## config.mk

```make
export PLATFORM = sky130hd
export DESIGN_NAME = isgc_slave
export DESIGN_NICKNAME = d
export VERILOG_FILES = /design/src/isgc_pkg.sv /design/src/isgc_pin_sync.sv /design/src/isgc_slave.sv
export SDC_FILE = /design/constraint.sdc
export NUM_CORES = 1
export LEC_CHECK = 0
export BUFFER_PORTS_ARGS = -buffer_cell sky130_fd_sc_hd__buf_2
export CORE_ASPECT_RATIO = 1.5
export CORE_MARGIN = 1.5
export CORE_UTILIZATION = 35
export DETAILED_ROUTE_END_ITERATION = 10
export PLACE_DENSITY = 0.66
export SYNTH_ARGS = -nofsm -noshare
export SYNTH_HDL_FRONTEND = slang
export SYNTH_SLANG_ARGS = --single-unit
```

## constraint.sdc

```tcl
create_clock -name clk -period 2.1 [get_ports clk]
set_clock_uncertainty 0.1 [all_clocks]
set_input_delay 0.525 -clock clk [delete_from_list [all_inputs] [get_ports clk]]
set_output_delay 0.525 -clock clk [all_outputs]
set_load 0.005 [all_outputs]
```

## src/isgc_pkg.sv

```systemverilog
// Shared constants and types for the slave control and general call block
package isgc_pkg;
   // Register port widths
   localparam int ADDR_W = 8;
   localparam int DATA_W = 16;

   // Register offsets (byte addresses)
   localparam logic [7:0] OFF_CTRL = 8'h00;
   localparam logic [7:0] OFF_STAT = 8'h04;
   localparam logic [7:0] OFF_ALT = 8'h08;
   localparam logic [7:0] OFF_OWN = 8'h0C;
   localparam logic [7:0] OFF_RXD = 8'h10;
   localparam logic [7:0] OFF_TXD = 8'h14;
   localparam logic [7:0] OFF_IRQ_STAT = 8'h18;
   localparam logic [7:0] OFF_IRQ_MASK = 8'h1C;

   // Control register bit positions
   localparam int CB_SLAVE_EN = 0;
   localparam int CB_ADDR10 = 1;
   localparam int CB_GC_EN = 2;
   localparam int CB_HWGC_EN = 3;
   localparam int CB_GC_CLR = 4;
   localparam int CB_EARLY_TX = 5;
   localparam int CB_FORCE_NACK = 7;
   // Bits that store a value; bit 4 is a strobe and bit 6 is reserved
   localparam logic [15:0] CTRL_STORE_MASK = 16'h00AF;

   // Status register bit positions
   localparam int SB_ADDRESSED = 0;
   localparam int SB_READ = 1;
   localparam int SB_GC_FLAG = 2;
   localparam int SB_GC_ID_LO = 3;
   localparam int SB_RX_VALID = 5;

   // General call identification codes held in the status register
   localparam logic [1:0] GC_ID_NONE = 2'h0;
   localparam logic [1:0] GC_ID_RESET = 2'h1;
   localparam logic [1:0] GC_ID_PROG = 2'h2;
   localparam logic [1:0] GC_ID_HW = 2'h3;

   // Bus byte values
   localparam logic [7:0] GC_ADDR = 8'h00;
   localparam logic [7:0] GC_CMD_RESET = 8'h06;
   localparam logic [7:0] GC_CMD_PROG = 8'h04;
   localparam logic [3:0] BITS_PER_BYTE = 4'h8;

   // Interrupt event bit positions
   localparam int EV_RX = 0;
   localparam int EV_TX_REQ = 1;
   localparam int EV_STOP = 2;
   localparam int EV_GC = 3;
   localparam int EV_W = 4;

   // Byte engine states
   typedef enum logic [2:0] {
      ST_IDLE = 3'b000,
      ST_ADDR = 3'b001,
      ST_ACK = 3'b010,
      ST_RX = 3'b011,
      ST_TX = 3'b100,
      ST_TXACK = 3'b101
   } isgc_state_t;
endpackage : isgc_pkg

```

## src/isgc_pin_sync.sv

```systemverilog
// Two-stage synchronisers and edge / start / stop detection for the bus pins
`timescale 1ns/1ps
module isgc_pin_sync (
   // Clock and reset
   input wire logic clk,
   input wire logic sys_rst,
   // Raw pins
   input wire logic scl_pin,
   input wire logic sda_pin,
   // Synchronised level and events
   output logic sda_level,
   output logic scl_rise,
   output logic scl_fall,
   output logic start_det,
   output logic stop_det
);
   typedef struct packed {
      logic [1:0] scl_meta;
      logic [1:0] sda_meta;
      logic scl_last;
      logic sda_last;
   } isgc_sync_t;

   isgc_sync_t sync_reg;
   isgc_sync_t sync_next;

   // Bit 0 is the first stage and feeds only bit 1
   always_comb begin
      sync_next = sync_reg;
      sync_next.scl_meta = {sync_reg.scl_meta[0], scl_pin};
      sync_next.sda_meta = {sync_reg.sda_meta[0], sda_pin};
      sync_next.scl_last = sync_reg.scl_meta[1];
      sync_next.sda_last = sync_reg.sda_meta[1];
   end

   // Idle bus is high, so reset to high to avoid a false edge
   always_ff @(posedge clk) begin
      if (sys_rst) begin
         sync_reg <= '1;
      end else begin
         sync_reg <= sync_next;
      end
   end

   // Events look only at the second and third stages
   assign sda_level = sync_reg.sda_meta[1];
   assign scl_rise = sync_reg.scl_meta[1] & ~sync_reg.scl_last;
   assign scl_fall = ~sync_reg.scl_meta[1] & sync_reg.scl_last;
   assign start_det = sync_reg.scl_meta[1] & sync_reg.scl_last & sync_reg.sda_last
      & ~sync_reg.sda_meta[1];
   assign stop_det = sync_reg.scl_meta[1] & sync_reg.scl_last & ~sync_reg.sda_last
      & sync_reg.sda_meta[1];
endmodule : isgc_pin_sync

```

## src/isgc_slave.sv

```systemverilog
// Serial bus slave with acknowledge control, transmit request timing and general call
//
// The placing of the registers and the plain strobed port were decided locally.
`timescale 1ns/1ps
// What this block does
// - force_nack_next set: next byte gets not-acknowledge
// - force_nack_next clear: hardware decides acknowledge
// - early_tx_irq_sel set: request after clock rise
// - early_tx_irq_sel clear: request after clock fall
// - writing one clears general call flag, ID
// - both enables: compare byte after address zero
// - hardware call only when byte equals alternate
// - hw_gencall_enable clear: no hardware general call
// - gencall_enable: acknowledge zero, 0x06 resets, 0x04 flags
// - slave works only while slave_enable set
module isgc_slave (
   // Clock and reset
   input wire logic clk,
   input wire logic sys_rst,
   // Register port
   input wire logic [isgc_pkg::ADDR_W-1:0] reg_addr,
   input wire logic [isgc_pkg::DATA_W-1:0] reg_wdata,
   input wire logic reg_wr,
   input wire logic reg_rd,
   output logic [isgc_pkg::DATA_W-1:0] reg_rdata,
   // Interrupt
   output logic irq,
   // Bus pins, open drain data
   input wire logic scl_in,
   input wire logic sda_in,
   output logic sda_out,
   output logic sda_oe
);
   typedef struct packed {
      isgc_pkg::isgc_state_t st;
      logic [3:0] bitcnt;
      logic [7:0] shift;
      logic sda_drive;
      logic ack_given;
      logic rw;
      logic gc_phase;
      logic addressed;
      logic [15:0] ctrl;
      logic [7:0] alt_addr;
      logic [6:0] own_addr;
      logic [7:0] rx_data;
      logic rx_valid;
      logic [7:0] tx_data;
      logic gc_flag;
      logic [1:0] gc_id;
      logic [isgc_pkg::EV_W-1:0] ev_stat;
      logic [isgc_pkg::EV_W-1:0] ev_mask;
      logic [15:0] rdata;
   } isgc_core_t;

   isgc_core_t core_reg;
   isgc_core_t core_next;

   logic sda_level;
   logic scl_rise;
   logic scl_fall;
   logic start_det;
   logic stop_det;

   // Address decode, used for both reads and writes
   function automatic logic hit(input logic [isgc_pkg::ADDR_W-1:0] addr,
                                input logic [7:0] off);
      hit = (addr == off);
   endfunction : hit

   // Pin synchronisers and bus condition detection
   isgc_pin_sync u_sync (
      .clk(clk),
      .sys_rst(sys_rst),
      .scl_pin(scl_in),
      .sda_pin(sda_in),
      .sda_level(sda_level),
      .scl_rise(scl_rise),
      .scl_fall(scl_fall),
      .start_det(start_det),
      .stop_det(stop_det)
   );

   // Register access and byte engine in one next-state process
   always_comb begin
      logic [isgc_pkg::EV_W-1:0] ev_set;
      logic [7:0] byte_in;
      logic en;
      logic gc_on;
      logic hw_on;
      logic nack_forced;
      logic early;
      logic addr_match;
      ev_set = '0;
      byte_in = {core_reg.shift[6:0], sda_level};
      core_next = core_reg;
      en = core_reg.ctrl[isgc_pkg::CB_SLAVE_EN];
      gc_on = core_reg.ctrl[isgc_pkg::CB_GC_EN];
      hw_on = gc_on & core_reg.ctrl[isgc_pkg::CB_HWGC_EN];
      nack_forced = core_reg.ctrl[isgc_pkg::CB_FORCE_NACK];
      early = core_reg.ctrl[isgc_pkg::CB_EARLY_TX];
      addr_match = (core_reg.shift[7:1] == core_reg.own_addr);
      core_next.rdata = 16'h0000;

      // Byte engine
      unique case (core_reg.st)
         isgc_pkg::ST_IDLE: begin
            core_next.sda_drive = 1'h0;
         end
         isgc_pkg::ST_ADDR: begin
            if (scl_rise) begin
               core_next.shift = byte_in;
               core_next.bitcnt = core_reg.bitcnt + 4'h1;
               // Read bit of a matching address, early request timing
               if (core_reg.bitcnt == isgc_pkg::BITS_PER_BYTE - 4'h1 && sda_level
                   && byte_in[7:1] == core_reg.own_addr && early && !nack_forced) begin
                  ev_set[isgc_pkg::EV_TX_REQ] = 1'h1;
               end
            end else if (scl_fall && core_reg.bitcnt == isgc_pkg::BITS_PER_BYTE) begin
               core_next.bitcnt = 4'h0;
               core_next.rw = core_reg.shift[0];
               core_next.gc_phase = 1'h0;
               core_next.ack_given = 1'h0;
               core_next.st = isgc_pkg::ST_ACK;
               if (nack_forced) begin
                  core_next.ack_given = 1'h0;
               end else if (addr_match) begin
                  core_next.ack_given = 1'h1;
                  core_next.addressed = 1'h1;
                  if (core_reg.shift[0] && !early) begin
                     ev_set[isgc_pkg::EV_TX_REQ] = 1'h1;
                  end
               end else if (core_reg.shift == isgc_pkg::GC_ADDR && gc_on) begin
                  core_next.ack_given = 1'h1;
                  core_next.gc_phase = 1'h1;
                  core_next.addressed = 1'h1;
               end
               core_next.sda_drive = core_next.ack_given;
            end
         end
         isgc_pkg::ST_ACK: begin
            // Acknowledge bit lasts until the next falling clock edge
            if (scl_fall) begin
               if (!core_reg.ack_given) begin
                  core_next.sda_drive = 1'h0;
                  core_next.addressed = 1'h0;
                  core_next.st = isgc_pkg::ST_IDLE;
               end else if (core_reg.rw) begin
                  core_next.shift = core_reg.tx_data;
                  core_next.sda_drive = ~core_reg.tx_data[7];
                  core_next.bitcnt = 4'h1;
                  core_next.st = isgc_pkg::ST_TX;
               end else begin
                  core_next.sda_drive = 1'h0;
                  core_next.st = isgc_pkg::ST_RX;
               end
            end
         end
         isgc_pkg::ST_RX: begin
            if (scl_rise) begin
               core_next.shift = byte_in;
               core_next.bitcnt = core_reg.bitcnt + 4'h1;
            end else if (scl_fall && core_reg.bitcnt == isgc_pkg::BITS_PER_BYTE) begin
               core_next.bitcnt = 4'h0;
               core_next.ack_given = ~nack_forced;
               core_next.sda_drive = ~nack_forced;
               core_next.rw = 1'h0;
               core_next.st = isgc_pkg::ST_ACK;
               if (!core_reg.gc_phase) begin
                  core_next.rx_data = core_reg.shift;
                  core_next.rx_valid = 1'h1;
                  ev_set[isgc_pkg::EV_RX] = 1'h1;
               end else begin
                  // First data byte after the general call address
                  core_next.gc_phase = 1'h0;
                  if (hw_on && core_reg.shift == core_reg.alt_addr) begin
                     core_next.gc_flag = 1'h1;
                     core_next.gc_id = isgc_pkg::GC_ID_HW;
                     ev_set[isgc_pkg::EV_GC] = 1'h1;
                  end else if (core_reg.shift == isgc_pkg::GC_CMD_RESET) begin
                     // Reset the interface as the acknowledge bit starts
                     core_next.gc_flag = 1'h1;
                     core_next.gc_id = isgc_pkg::GC_ID_RESET;
                     core_next.rx_valid = 1'h0;
                     core_next.tx_data = 8'h00;
                     core_next.rw = 1'h0;
                     ev_set[isgc_pkg::EV_GC] = 1'h1;
                  end else if (core_reg.shift == isgc_pkg::GC_CMD_PROG) begin
                     core_next.gc_flag = 1'h1;
                     core_next.gc_id = isgc_pkg::GC_ID_PROG;
                     ev_set[isgc_pkg::EV_GC] = 1'h1;
                  end else begin
                     // Unknown command, or hw call not matched: pass on as data
                     core_next.rx_data = core_reg.shift;
                     core_next.rx_valid = 1'h1;
                     ev_set[isgc_pkg::EV_RX] = 1'h1;
                  end
               end
            end
         end
         isgc_pkg::ST_TX: begin
            // Bits change on the falling edge, master samples on the rise
            if (scl_fall) begin
               if (core_reg.bitcnt == isgc_pkg::BITS_PER_BYTE) begin
                  core_next.sda_drive = 1'h0;
                  core_next.st = isgc_pkg::ST_TXACK;
               end else begin
                  core_next.shift = {core_reg.shift[6:0], 1'h0};
                  core_next.sda_drive = ~core_reg.shift[6];
                  core_next.bitcnt = core_reg.bitcnt + 4'h1;
               end
            end
         end
         isgc_pkg::ST_TXACK: begin
            if (scl_rise) begin
               core_next.ack_given = ~sda_level;
               if (!sda_level && early) begin
                  ev_set[isgc_pkg::EV_TX_REQ] = 1'h1;
               end
            end else if (scl_fall) begin
               if (core_reg.ack_given) begin
                  // Master wants another byte
                  if (!early) begin
                     ev_set[isgc_pkg::EV_TX_REQ] = 1'h1;
                  end
                  core_next.shift = core_reg.tx_data;
                  core_next.sda_drive = ~core_reg.tx_data[7];
                  core_next.bitcnt = 4'h1;
                  core_next.st = isgc_pkg::ST_TX;
               end else begin
                  core_next.addressed = 1'h0;
                  core_next.st = isgc_pkg::ST_IDLE;
               end
            end
         end
         default: begin
            core_next.st = isgc_pkg::ST_IDLE;
         end
      endcase

      // Bus conditions take priority over the bit engine
      if (start_det) begin
         core_next.st = isgc_pkg::ST_ADDR;
         core_next.bitcnt = 4'h0;
         core_next.sda_drive = 1'h0;
         core_next.gc_phase = 1'h0;
      end else if (stop_det) begin
         core_next.st = isgc_pkg::ST_IDLE;
         core_next.sda_drive = 1'h0;
         if (core_reg.addressed) begin
            ev_set[isgc_pkg::EV_STOP] = 1'h1;
         end
         core_next.addressed = 1'h0;
      end

      // Disabled slave releases the bus and ignores it
      if (!en) begin
         core_next.st = isgc_pkg::ST_IDLE;
         core_next.sda_drive = 1'h0;
         core_next.addressed = 1'h0;
         core_next.gc_phase = 1'h0;
         ev_set = '0;
      end

      // Register reads; data stand in the following cycle only
      if (reg_rd) begin
         if (hit(reg_addr, isgc_pkg::OFF_CTRL)) begin
            core_next.rdata = core_reg.ctrl;
         end else if (hit(reg_addr, isgc_pkg::OFF_STAT)) begin
            core_next.rdata[isgc_pkg::SB_ADDRESSED] = core_reg.addressed;
            core_next.rdata[isgc_pkg::SB_READ] = core_reg.rw;
            core_next.rdata[isgc_pkg::SB_GC_FLAG] = core_reg.gc_flag;
            core_next.rdata[isgc_pkg::SB_GC_ID_LO +: 2] = core_reg.gc_id;
            core_next.rdata[isgc_pkg::SB_RX_VALID] = core_reg.rx_valid;
         end else if (hit(reg_addr, isgc_pkg::OFF_ALT)) begin
            core_next.rdata = {8'h00, core_reg.alt_addr};
         end else if (hit(reg_addr, isgc_pkg::OFF_OWN)) begin
            core_next.rdata = {9'h000, core_reg.own_addr};
         end else if (hit(reg_addr, isgc_pkg::OFF_RXD)) begin
            core_next.rdata = {8'h00, core_reg.rx_data};
            // A byte landing in the read cycle keeps its valid flag
            core_next.rx_valid = ev_set[isgc_pkg::EV_RX];
         end else if (hit(reg_addr, isgc_pkg::OFF_TXD)) begin
            core_next.rdata = {8'h00, core_reg.tx_data};
         end else if (hit(reg_addr, isgc_pkg::OFF_IRQ_STAT)) begin
            core_next.rdata = {12'h000, core_reg.ev_stat};
            core_next.ev_stat = '0;
         end else if (hit(reg_addr, isgc_pkg::OFF_IRQ_MASK)) begin
            core_next.rdata = {12'h000, core_reg.ev_mask};
         end
      end

      // Register writes; reserved control bit six never stored
      if (reg_wr) begin
         if (hit(reg_addr, isgc_pkg::OFF_CTRL)) begin
            core_next.ctrl = reg_wdata & isgc_pkg::CTRL_STORE_MASK;
            // A call landing in the same cycle keeps its flag and ID: set wins
            if (reg_wdata[isgc_pkg::CB_GC_CLR] && !ev_set[isgc_pkg::EV_GC]) begin
               core_next.gc_flag = 1'h0;
               core_next.gc_id = isgc_pkg::GC_ID_NONE;
            end
         end else if (hit(reg_addr, isgc_pkg::OFF_ALT)) begin
            core_next.alt_addr = reg_wdata[7:0];
         end else if (hit(reg_addr, isgc_pkg::OFF_OWN)) begin
            core_next.own_addr = reg_wdata[6:0];
         end else if (hit(reg_addr, isgc_pkg::OFF_TXD)) begin
            core_next.tx_data = reg_wdata[7:0];
         end else if (hit(reg_addr, isgc_pkg::OFF_IRQ_MASK)) begin
            core_next.ev_mask = reg_wdata[isgc_pkg::EV_W-1:0];
         end
      end

      // New events win over a read clear in the same cycle
      core_next.ev_stat = core_next.ev_stat | ev_set;
   end

   // State register; all control state starts cleared
   always_ff @(posedge clk) begin
      if (sys_rst) begin
         core_reg <= '0;
      end else begin
         core_reg <= core_next;
      end
   end

   // Outputs
   assign reg_rdata = core_reg.rdata;
   assign irq = |(core_reg.ev_stat & core_reg.ev_mask);
   assign sda_out = 1'h0; // Open drain: only ever pulls low
   assign sda_oe = core_reg.sda_drive;
endmodule : isgc_slave

```

# == Word-level counts from Yosys, hierarchy flattened ==
# Index checks and enable logic that the tools add are counted.
# totals
ff_bits,91
output_inout_bits,19
# classes
n_addsub,1
n_eq_ne,48
mux,117
bitwise_logic,25
reduce_logical,43
# ops
operator,n
$mux W8,12
$mux W12,6
$mux W16,4
$mux W4,14
$mux W1,51
$pmux W12 S4,1
$ne A2 B2 Y1 const B,18
$eq A8 B5 Y1 const B,4
$mux W3,10
$reduce_and A10 Y1,3
$eq A8 B3 Y1 const B,3
$mux W11,2
$ne A4 B4 Y1 const B,5
$mux W9,2
$reduce_and A6 Y1,3
$mux W17,1
$eq A8 B4 Y1 const B,2
$logic_not A8 Y1,2
$reduce_and A8 Y1,2
$not A1 Y1,15
$pmux W3 S5,1
$eq A7 B7 Y1,2
$mux W13,1
$reduce_or A4 Y1,3
other kinds (37),67

# == Longest topological paths before layout ==
# Gate-level depths: netlist of the first run.
# logic_depth
word_depth,15
mapped_depth,9
mapped_depth_nobuf,8

# == Cells and area by module ==
# Synthesis of the first run repeated with hierarchy kept, for this count alone.
# hier_totals
hier_cells,543
area_unflattened_um2,4559.4
# by_module_without_submodules
mod,instances,cells_each,area_each_um2,seq_area_each_um2
isgc_slave,1,527,4369.2,1541.5
isgc_pin_sync,1,16,190.2,120.1

# == Worst setup path after synthesis of the first run ==
# Ideal clock, no wire load.
# synth_path
kind,input -> register
startpoint,input port reg_addr[7] in the netlist's numbering
endpoint,register core_reg (netlist bit reg_rdata[0])
setup_ns,0.132
arrival_ns,1.968
path_slack_ns,-0.100
path_stages,7
n_path_buf,1
cell_sequence,or4_4 > or3_1 > buf_2 > a21o_1 > o2bb2ai_1 > a22oi_1 > a211oi_1
# synth_via
elab_chain_cells,9
elab_cells_between_ends,16
classes_between,eq/ne: 7; mux: 8; reduce/logical: 1
# synth_rtl
item,line,rtl
"start, declared",isgc_slave.sv:21,"input wire logic [isgc_pkg::ADDR_W-1:0] reg_addr,"
$eq A8 B5 Y1,isgc_slave.sv:68,hit = (addr == off);
$mux W4,isgc_slave.sv:288,"end else if (hit(reg_addr, isgc_pkg::OFF_IRQ_MASK)) begin"
$mux W4,isgc_slave.sv:285,"end else if (hit(reg_addr, isgc_pkg::OFF_IRQ_STAT)) begin"
$mux W8,isgc_slave.sv:283,"end else if (hit(reg_addr, isgc_pkg::OFF_TXD)) begin"
$mux W8,isgc_slave.sv:279,"end else if (hit(reg_addr, isgc_pkg::OFF_RXD)) begin"
$mux W8,isgc_slave.sv:277,"end else if (hit(reg_addr, isgc_pkg::OFF_OWN)) begin"
$mux W8,isgc_slave.sv:275,"end else if (hit(reg_addr, isgc_pkg::OFF_ALT)) begin"
$mux W6,isgc_slave.sv:269,"end else if (hit(reg_addr, isgc_pkg::OFF_STAT)) begin"
$mux W8 (*),isgc_slave.sv:267,"if (hit(reg_addr, isgc_pkg::OFF_CTRL)) begin"
"end signal, assigned",isgc_slave.sv:322,core_reg <= core_next;
"end, declared",isgc_slave.sv:56,isgc_core_t core_reg;
# Every way passes the cells marked *; elsewhere a longest branch is shown, timed or not.
# A chain may end at the register's enable or synchronous reset.

# == Worst setup path after layout of the first run ==
# layout_path
startpoint,register core_reg[87] in the netlist's numbering
endpoint,register core_reg[78] in the netlist's numbering
# layout_via
elab_chain_cells,8
elab_cells_between_ends,9
classes_between,eq/ne: 1; mux: 6; reduce/logical: 2
# layout_rtl
item,line,rtl
$logic_not A8 Y1,isgc_slave.sv:133,end else if (core_reg.shift == isgc_pkg::GC_ADDR && gc_on) begin
$logic_and A1 B1 Y1,isgc_slave.sv:133,
$mux W1,isgc_slave.sv:133,
$mux W1 (*),isgc_slave.sv:127,end else if (addr_match) begin
$mux W1 (*),isgc_slave.sv:125,if (nack_forced) begin
$mux W5 (*),isgc_slave.sv:119,end else if (scl_fall && core_reg.bitcnt == isgc_pkg::BITS_PER_BYTE) begin
$mux W5 (*),isgc_slave.sv:111,if (scl_rise) begin
$pmux W1 S3 (*),isgc_slave.sv:106,unique case (core_reg.st)
# Every way passes the cells marked *; elsewhere a longest branch is shown, timed or not. The select of a mux whose other input is x is not followed.

==> metrics.log, run 1 <==
INFO  metric die_height = roughly 140 µm
INFO  metric rr_endpoint = core_reg[78]$_SDFFE_PP0P_
INFO  metric die_width = 96.93 µm
INFO  metric biggest_fanout_along_the_worst_timing_path = 5
INFO  metric setup_ws = just over 0.04 ns
INFO  metric final_antenna_net_count = 0
INFO  metric yosys_reg_bits = between 80 and 90
INFO  metric largest_net_degree_at_the_start_of_global_routing = 61
INFO  metric finalWirelength = roughly 16000 µm
INFO  metric power = approximately 3400 µW
INFO  metric layout.nets = ~720
INFO  metric synth_cells = 580
INFO  metric cts_hold_buf = 0
INFO  metric synth_sequential_area_ratio = 0.3587
INFO  metric place.detailed.hpwl = between 10000 and 15000 µm
INFO  metric syn_area = 0.004632 mm²
INFO  metric worstHoldPathType = in -> reg
INFO  metric area_growth_syn_to_layout = 30.66%
INFO  metric largest_register_ff_count = a little under 70
INFO  metric floorplan.initialDensity = 0.3576
INFO  metric cp_max_delay_cell = sky130_fd_sc_hd__dfxtp_1
INFO  metric finalHoldViolCount = 0
INFO  metric clock_net_sink_count = between 80 and 90
INFO  metric report.final.setup_viol = 0
INFO  metric drc_marker_count_from_the_first_detailed_route_iteration = 290
INFO  metric ys.flop_type = sky130_fd_sc_hd__dfxtp_1
INFO  metric layout-drive-gt1-share = 0.3117
INFO  metric numCtsBuffers = 9
INFO  metric critPathCaptureType = flop
INFO  metric fraction_of_registers_with_async_set_or_reset_after_synthesis = 0
INFO  metric timing.max_cap.violations = 0
INFO  metric crit_family = simple AND/OR/NAND/NOR gates
INFO  metric grt_first_pass_wirelength = between 20000 and 30000 µm
INFO  metric hold_end = u_sync.sync_next[3]$_SDFF_PP1_
INFO  metric reg2reg_slack = between 0.04 and 0.05 ns
INFO  metric fmax = between 400 and 500 MHz
INFO  metric timing.critical_path.cells = xor2_1 > nor4_2 > a21oi_1 > or4b_1 > a311oi_1
INFO  metric period_minus_slack = just over 2 ns
INFO  metric report.final.slew_viol_count = 0
INFO  metric cts.htree.levels = 3
INFO  metric static-leakage-power = ~0.0025 µW
INFO  metric hold_depth = 2
INFO  metric clock_tree.root_cell = sky130_fd_sc_hd__clkbuf_16
INFO  metric endpoint_required_time_on_the_critical_path = roughly 2.3 ns
INFO  metric insertion_delay = between 0.3 and 0.4 ns
INFO  metric synth_edf_count = 0
INFO  metric worstRegToRegCells = 5
INFO  metric pwr_per_cell_area = between 500 and 600 mW/mm²
INFO  metric yosys_warnings = 0
INFO  metric vdd_ir_drop_max = just under 0.4 mV
INFO  metric antenna_violations_before_repair = 0
INFO  metric rows = 51
INFO  metric port-buffer-count = 31
INFO  metric critical_path.startpoint_type = flop
INFO  metric tritoncts = built
INFO  metric drt_first_pass_iters = 6
INFO  metric timing.final.crit_share = 0.9806
INFO  metric core_area = 0.01295 mm²
INFO  metric antenna_cells = 0
INFO  metric avg_cell_area_syn = 7.986 µm²
INFO  metric io-pin-count = 49
INFO  metric status = completed
INFO  metric number_of_global_route_vias_before_repair = 4928
INFO  metric grt_overflow_total = 0
INFO  metric vias_per_cell = roughly 5.6
INFO  metric critical_path.n_buffers_inverters = 0
INFO  metric drc_errors = 0
INFO  metric setup_repair_after_global_routing_missed_its_margin = yes
INFO  metric post_synth_num_cell_types = slightly below 70
INFO  metric route.detailed.wl_per_inst = around 18 µm
INFO  metric track_usage = 0.2285
INFO  metric dp_worst_setup_slack = -0.3054 ns
INFO  metric cpPeakStageDelay = 0.53 ns
INFO  metric rr_startpoint = core_reg[87]$_SDFFE_PP0P_
INFO  metric die_area = roughly 0.014 mm²
INFO  metric cts.reportedPaths.clkPinSlew = about 0.07 ns
INFO  metric longest_clk_path_bufs = 2
INFO  metric place.gp.congestion = just under 1
INFO  metric kind_of_critical_path = reg -> reg
INFO  metric arrival = around 2.2 ns
INFO  metric route.vias.total = roughly 4.7k
INFO  metric hold_path_startpoint = sda_in
[worst register-to-register path, delay by kind of cell (launching register included)]
kind / cells / cell delay (ns)
simple gates: 2 / 0.77
compound gates: 2 / 0.41
flops: 1 / 0.53
xor+xnor: 1 / 0.16
[timing repair]
action / in CTS / in global routing
setup buffers: 2 / 1
pin swaps: 2 / 16
gates resized for setup: 9 / 30
endpoints found under the setup margin: 21 / 39
[cell type report]
type	instances	area, µm²
well taps	159	198.9
inverters	14	52.55
repair buffers	144	1061
clock inverters	5	61.31
fillers	1270	6902
flip-flops and latches	83	1669
clock buffers	10	239.0
multi-input cells	437	2770
[kinds of logic after synthesis]
| family | after synthesis | share of synthesized area |
|---|---|---|
| mux | 17 | 0.03728 |
| flops | 83 | 0.3587 |
| other cells | 1 | 0.0008096 |
| compound gates | 168 | 0.2320 |
| simple gates | 217 | 0.2412 |
| xor+xnor | 22 | 0.04160 |
| buf+inv | 68 | 0.07752 |
| fa+ha+maj | 4 | 0.01081 |
[metrics by stage]
step / instance area (µm²) / TNS [ns] / std cells / hold WS [ns] / util
after global routing: 6052 / -0.2137 / 852 / 0.2565 / 0.4672
final: 6052 / 0 / 852 / 0.2569 / 0.4672
after global placement: 5587 / -7.121 / 835 / 0.2954 / 0.4313
after CTS: 5957 / 0 / 852 / 0.2547 / 0.4599
after floorplan: 4668 / -0.1473 / 588 / 0.2895 / -
after detailed placement: 5587 / -8.672 / 835 / 0.2945 / 0.4313
[cells in the mapped netlist, types with 5 or more instances]
master	instances	area share
sky130_fd_sc_hd__a21oi_1	58	0.063
sky130_fd_sc_hd__nand2b_1	7	0.0095
sky130_fd_sc_hd__mux2i_1	15	0.032
sky130_fd_sc_hd__o22ai_1	7	0.0095
sky130_fd_sc_hd__a22o_1	9	0.017
sky130_fd_sc_hd__dfxtp_1	83	0.36
sky130_fd_sc_hd__nand2_1	56	0.045
sky130_fd_sc_hd__nand3_1	20	0.022
sky130_fd_sc_hd__a31oi_1	5	0.0068
sky130_fd_sc_hd__o21ai_0	38	0.041
sky130_fd_sc_hd__nor2_1	59	0.048
sky130_fd_sc_hd__nor2b_1	8	0.011
sky130_fd_sc_hd__buf_4	19	0.031
sky130_fd_sc_hd__clkbuf_1	18	0.015
sky130_fd_sc_hd__a311oi_1	9	0.017
sky130_fd_sc_hd__buf_2	14	0.015
sky130_fd_sc_hd__a211oi_1	5	0.0081
sky130_fd_sc_hd__xor2_1	21	0.040
sky130_fd_sc_hd__inv_1	14	0.011
sky130_fd_sc_hd__nor3_1	11	0.012
sky130_fd_sc_hd__nand4_1	7	0.0095
sky130_fd_sc_hd__or2_2	9	0.012
sky130_fd_sc_hd__a22oi_1	8	0.013
[metal layers]
layer	vias up	wire length (µm)	GRT usage	part of all wire
met5	-	0	0	0
li1	2267	-	-	-
met4	0	962	0.1625	0.062
met3	54	573	0.02870	0.037
met1	2273	5987	0.2414	0.38
met2	150	8055	0.4185	0.52
[where the power goes]
group | switching (µW) | leakage, µW | total [µW] | internal, µW
registers | 3.07 | 0.000673 | 1580 | 1580
clock network | 683 | 0.000149 | 1640 | 954
logic | 129 | 0.00165 | 212 | 82.5
[how the worst max path moves through the flow]
stage | start | to | cells after the start
6_report | core_reg[87]$_SDFFE_PP0P_ | core_reg[78]$_SDFFE_PP0P_ | 5
5_1_grt | core_reg[94]$_SDFFE_PP0P_ | sda_oe$_SDFFE_PP0P_ | 8
4_1_cts | core_reg[88]$_SDFFE_PP0P_ | core_reg[35]$_SDFF_PP0_ | 8
3_5_place_dp | core_reg[88]$_SDFFE_PP0P_ | core_reg[86]$_SDFFE_PP0P_ | 8
3_3_place_gp | reg_addr[7] | reg_rdata[1]$_SDFF_PP0_ | 6
2_1_floorplan | reg_addr[7] | reg_rdata[0]$_SDFF_PP0_ | 7
[layout by cell type (no fill, tap or decap), types with 12 or more instances in the layout]
cell type and instances:
sky130_fd_sc_hd__inv_1 12, sky130_fd_sc_hd__mux2i_1 15, sky130_fd_sc_hd__buf_2 31, sky130_fd_sc_hd__dfxtp_1 77, sky130_fd_sc_hd__o21ai_0 35, sky130_fd_sc_hd__nand2_1 53, sky130_fd_sc_hd__buf_4 107, sky130_fd_sc_hd__xor2_1 21
sky130_fd_sc_hd__a21oi_1 55, sky130_fd_sc_hd__nor2_1 58, sky130_fd_sc_hd__nand3_1 20
No activity file was read; power rests on OpenSTA's default activity.
==> run 2, diff against run 1 <==
--- a/config.mk
+++ b/config.mk
@@ -5,12 +5,14 @@
 export SDC_FILE = /design/constraint.sdc
 export NUM_CORES = 1
 export LEC_CHECK = 0
+export ABC_AREA = 1
 export BUFFER_PORTS_ARGS = -buffer_cell sky130_fd_sc_hd__buf_2
+export CAP_MARGIN = 30
 export CORE_ASPECT_RATIO = 1.5
 export CORE_MARGIN = 1.5
 export CORE_UTILIZATION = 35
 export DETAILED_ROUTE_END_ITERATION = 10
-export PLACE_DENSITY = 0.66
+export PLACE_DENSITY_LB_ADDON = 0.1
 export SYNTH_ARGS = -nofsm -noshare
 export SYNTH_HDL_FRONTEND = slang
 export SYNTH_SLANG_ARGS = --single-unit
==> run 2 against run 1 <==
Worst setup slack better by 0.095 ns; first-iteration DRC count is 29% higher; utilization is 4.7 points lower; register-to-register slack better by 0.095 ns; combinational power is 35% lower; die area is 5.8% higher; sequential share of layout area is 1.6 points higher; synthesized cell count is 27% higher; largest cell class unchanged; clock-buffer cell count is 1 lower; cell count is 12% higher; critical path depth is 6 higher; global-route usage is 0.32 points higher; highest routed layer unchanged.
==> metrics.log, run 2 <==
INFO  metric status = completed
INFO  metric clock_tree.root_cell = sky130_fd_sc_hd__clkbuf_16
INFO  metric most_instantiated_cells_after_synthesis = sky130_fd_sc_hd__nand2_1, sky130_fd_sc_hd__dfxtp_1, sky130_fd_sc_hd__a21oi_1
INFO  metric setup_repair_after_global_routing_missed_its_margin = no
INFO  metric grt_first_pass_wirelength = between 20000 and 30000 µm
INFO  metric final_antenna_net_count = 0
INFO  metric slew-limit-headroom = 0.6578
INFO  metric largest_net_degree_at_the_start_of_global_routing = 38
INFO  metric layout.nets = between 800 and 900
INFO  metric cts_hold_buf = 0
INFO  metric vdd_ir_drop_max = ~0.35 mV
INFO  metric timing.final.crit_share = 0.9353
INFO  metric cp_max_delay_cell = sky130_fd_sc_hd__nor4_4
INFO  metric track_usage = 0.2317
INFO  metric layout.cells.most_common = sky130_fd_sc_hd__nand2_1
INFO  metric power = approximately 3500 µW
INFO  metric fmax = between 500 and 600 MHz
INFO  metric area_growth_syn_to_layout = 16.29%
INFO  metric finalHoldViolCount = 0
INFO  metric drc_errors = 0
INFO  metric kind_of_critical_path = reg -> reg
INFO  metric core_area = 0.01360 mm²
INFO  metric route.vias.total = ~5k
INFO  metric static-leakage-power = ~0.0024 µW
INFO  metric die_area = 0.01476 mm²
INFO  metric syn_area = 0.004908 mm²
INFO  metric synth.top_cells.by_area = sky130_fd_sc_hd__dfxtp_1, sky130_fd_sc_hd__nand2_1, sky130_fd_sc_hd__a21oi_1, sky130_fd_sc_hd__o21ai_0, sky130_fd_sc_hd__inv_1
INFO  metric antenna_cells = 0
INFO  metric timing_worst_slew_pin_value = around 0.5 ns
INFO  metric vias_per_cell = 5.171
INFO  metric drc_marker_count_from_the_first_detailed_route_iteration = 374
INFO  metric finalWirelength = between 15000 and 20000 µm
INFO  metric route.detailed.wl_per_inst = 17.57 µm
INFO  metric cpPeakStageDelay = around 0.39 ns
INFO  metric timing.critical_path.cells = inv_2 > ha_4 > nand2_2 > nor2_2 > nand2_4 > inv_4 > nand2_8 > nor4_4 > nand3_4 > nand2_1 > a21oi_1
INFO  metric wl_met3 = between 400 and 500 µm
INFO  metric rows = 52
INFO  metric synth_most_common_cell = sky130_fd_sc_hd__nand2_1
INFO  metric post_synth_num_cell_types = 47
INFO  metric port-buffer-count = 31
INFO  metric numCtsBuffers = 9
INFO  metric ys.flop_type = sky130_fd_sc_hd__dfxtp_1
INFO  metric layout_common_cells = sky130_fd_sc_hd__nand2_1, sky130_fd_sc_hd__a21oi_1, sky130_fd_sc_hd__dfxtp_1
INFO  metric number_of_global_route_vias_before_repair = ~4.7k
INFO  metric pwr_per_cell_area = about 620 mW/mm²
INFO  metric holdWs = between 0.2 and 0.3 ns
INFO  metric worstHoldPathType = in -> reg
INFO  metric yosys.area.top_type = sky130_fd_sc_hd__dfxtp_1
INFO  metric period_minus_slack = around 2.0 ns
INFO  metric place.gp.congestion = 0.9094
INFO  metric largest_register_ff_count = a little under 70
INFO  metric cts.reportedPaths.clkPinSlew = 0.07 ns
INFO  metric grt_overflow_total = 0
INFO  metric met1_length = approximately 6600 µm
INFO  metric biggest_fanout_along_the_worst_timing_path = 8
INFO  metric io-pin-count = a little under 50
INFO  metric fraction_of_registers_with_async_set_or_reset_after_synthesis = 0
INFO  metric share_of_the_synthesized_area_in_the_top_cell_type = 0.3385
INFO  metric yosys_warnings = 0
INFO  metric layout-drive-gt1-share = 0.1954
INFO  metric synth_edf_count = 0
INFO  metric place.detailed.hpwl = 13160 µm
INFO  metric report.final.slew_viol_count = 0
INFO  metric avg_cell_area_syn = around 6.7 µm²
INFO  metric insertion_delay = approximately 0.35 ns
INFO  metric arrival = 2.10 ns
INFO  metric met2_wirelength = between 8000 and 9000 µm
INFO  metric synth_cells = approximately 740
INFO  metric floorplan.initialDensity = 0.3610
INFO  metric drt_first_pass_iters = 5
INFO  metric report.final.setup_viol = 0
INFO  metric synth_sequential_area_ratio = 0.3385
INFO  metric die_height = between 100 and 150 µm
INFO  metric fillers = 1502
INFO  metric timing.max_cap.violations = 0
INFO  metric cts.htree.levels = 3
INFO  metric critPathCaptureType = flop
INFO  metric clock_net_sink_count = 83
INFO  metric yosys_reg_bits = a little over 80
INFO  metric endpoint_required_time_on_the_critical_path = around 2.2 ns
INFO  metric tritoncts = built
INFO  metric critical_path.startpoint_type = flop
INFO  metric longest_clk_path_bufs = 2
INFO  metric die_width = about 100 µm
INFO  metric highest_layer = met4
INFO  metric antenna_violations_before_repair = 0
-- run 2: worst max-delay path: cells and delay by family (launching register included) --
family / cells / cell delay [ns]
and+or+nand+nor: 7 / 1.06
DFF: 1 / 0.33
buffers and inverters: 2 / 0.15
adders and majority gates: 1 / 0.14
AOI/OAI and AO/OA: 1 / 0.06
-- run 2: stage by stage --
stage / setup TNS, ns / instances / utilization / cell area [µm²] / setup slack [ns]
after floorplan: 0 / 744 / - / 4938 / 0.3216
after global placement: -0.07858 / 927 / 0.3883 / 5280 / -0.02880
after detailed placement: -0.6511 / 927 / 0.3883 / 5280 / -0.08342
after CTS: 0 / 943 / 0.4125 / 5609 / 0.09101
after global routing: 0 / 950 / 0.4198 / 5708 / 0.004954
final: 0 / 950 / 0.4198 / 5708 / 0.1359
-- run 2: worst paths after layout --
check | startpoint | end | slack [ns] | depth (start not counted)
hold / removal | scl_in | u_sync.sync_next[5]$_SDFF_PP1_ | 0.25 | 2
setup reg to reg | core_reg[89]$_SDFFE_PP0P_ | core_reg[27]$_SDFF_PP0_ | 0.14 | 11
hold reg to reg | u_sync.sync_next[5]$_SDFF_PP1_ | u_sync.sync_next[1]$_SDFF_PP1_ | 0.32 | 1
setup / recovery | core_reg[89]$_SDFFE_PP0P_ | core_reg[27]$_SDFF_PP0_ | 0.14 | 11
-- run 2: cell families (layout without fill, tap and decap cells) --
group           after synthesis  in the layout  share of synthesized area
simple gates                335            335                     0.3207
compound gates              169            169                     0.1797
buf+inv                     131            175                     0.1254
flops                        83             83                     0.3385
xor+xnor                     13             13                    0.02473
fa+ha+maj                     4              4                    0.01020
other cells                   1              9                  0.0007640
-- run 2: layout make-up --
type	count	area (µm²)	area share
repair buffers	69	465.4	0.08154
clock inverters	7	103.9	0.01819
well taps	162	202.7	0.03551
inverters	90	342.8	0.06006
flip-flops and latches	83	1663	0.2913
multi-input cells	530	2705	0.4739
clock buffers	9	225.2	0.03946
-- run 2: what timing repair did --
action	CTS	global route
gates resized for setup	0	13
buffers inserted	0	7
endpoints found under the setup margin	0	10
-- run 2: routing by layer --
layer / vias to the layer above / track usage
met5: - / 0
met4: 0 / 0.1345
met3: 50 / 0.02742
met2: 133 / 0.4228
met1: 2269 / 0.2535
li1: 2460 / -
-- run 2: where the power goes --
part | internal [µW] | switching, µW
sequential | 1580 | 6.26
clock | 1060 | 735
combinational | 43.9 | 93.4
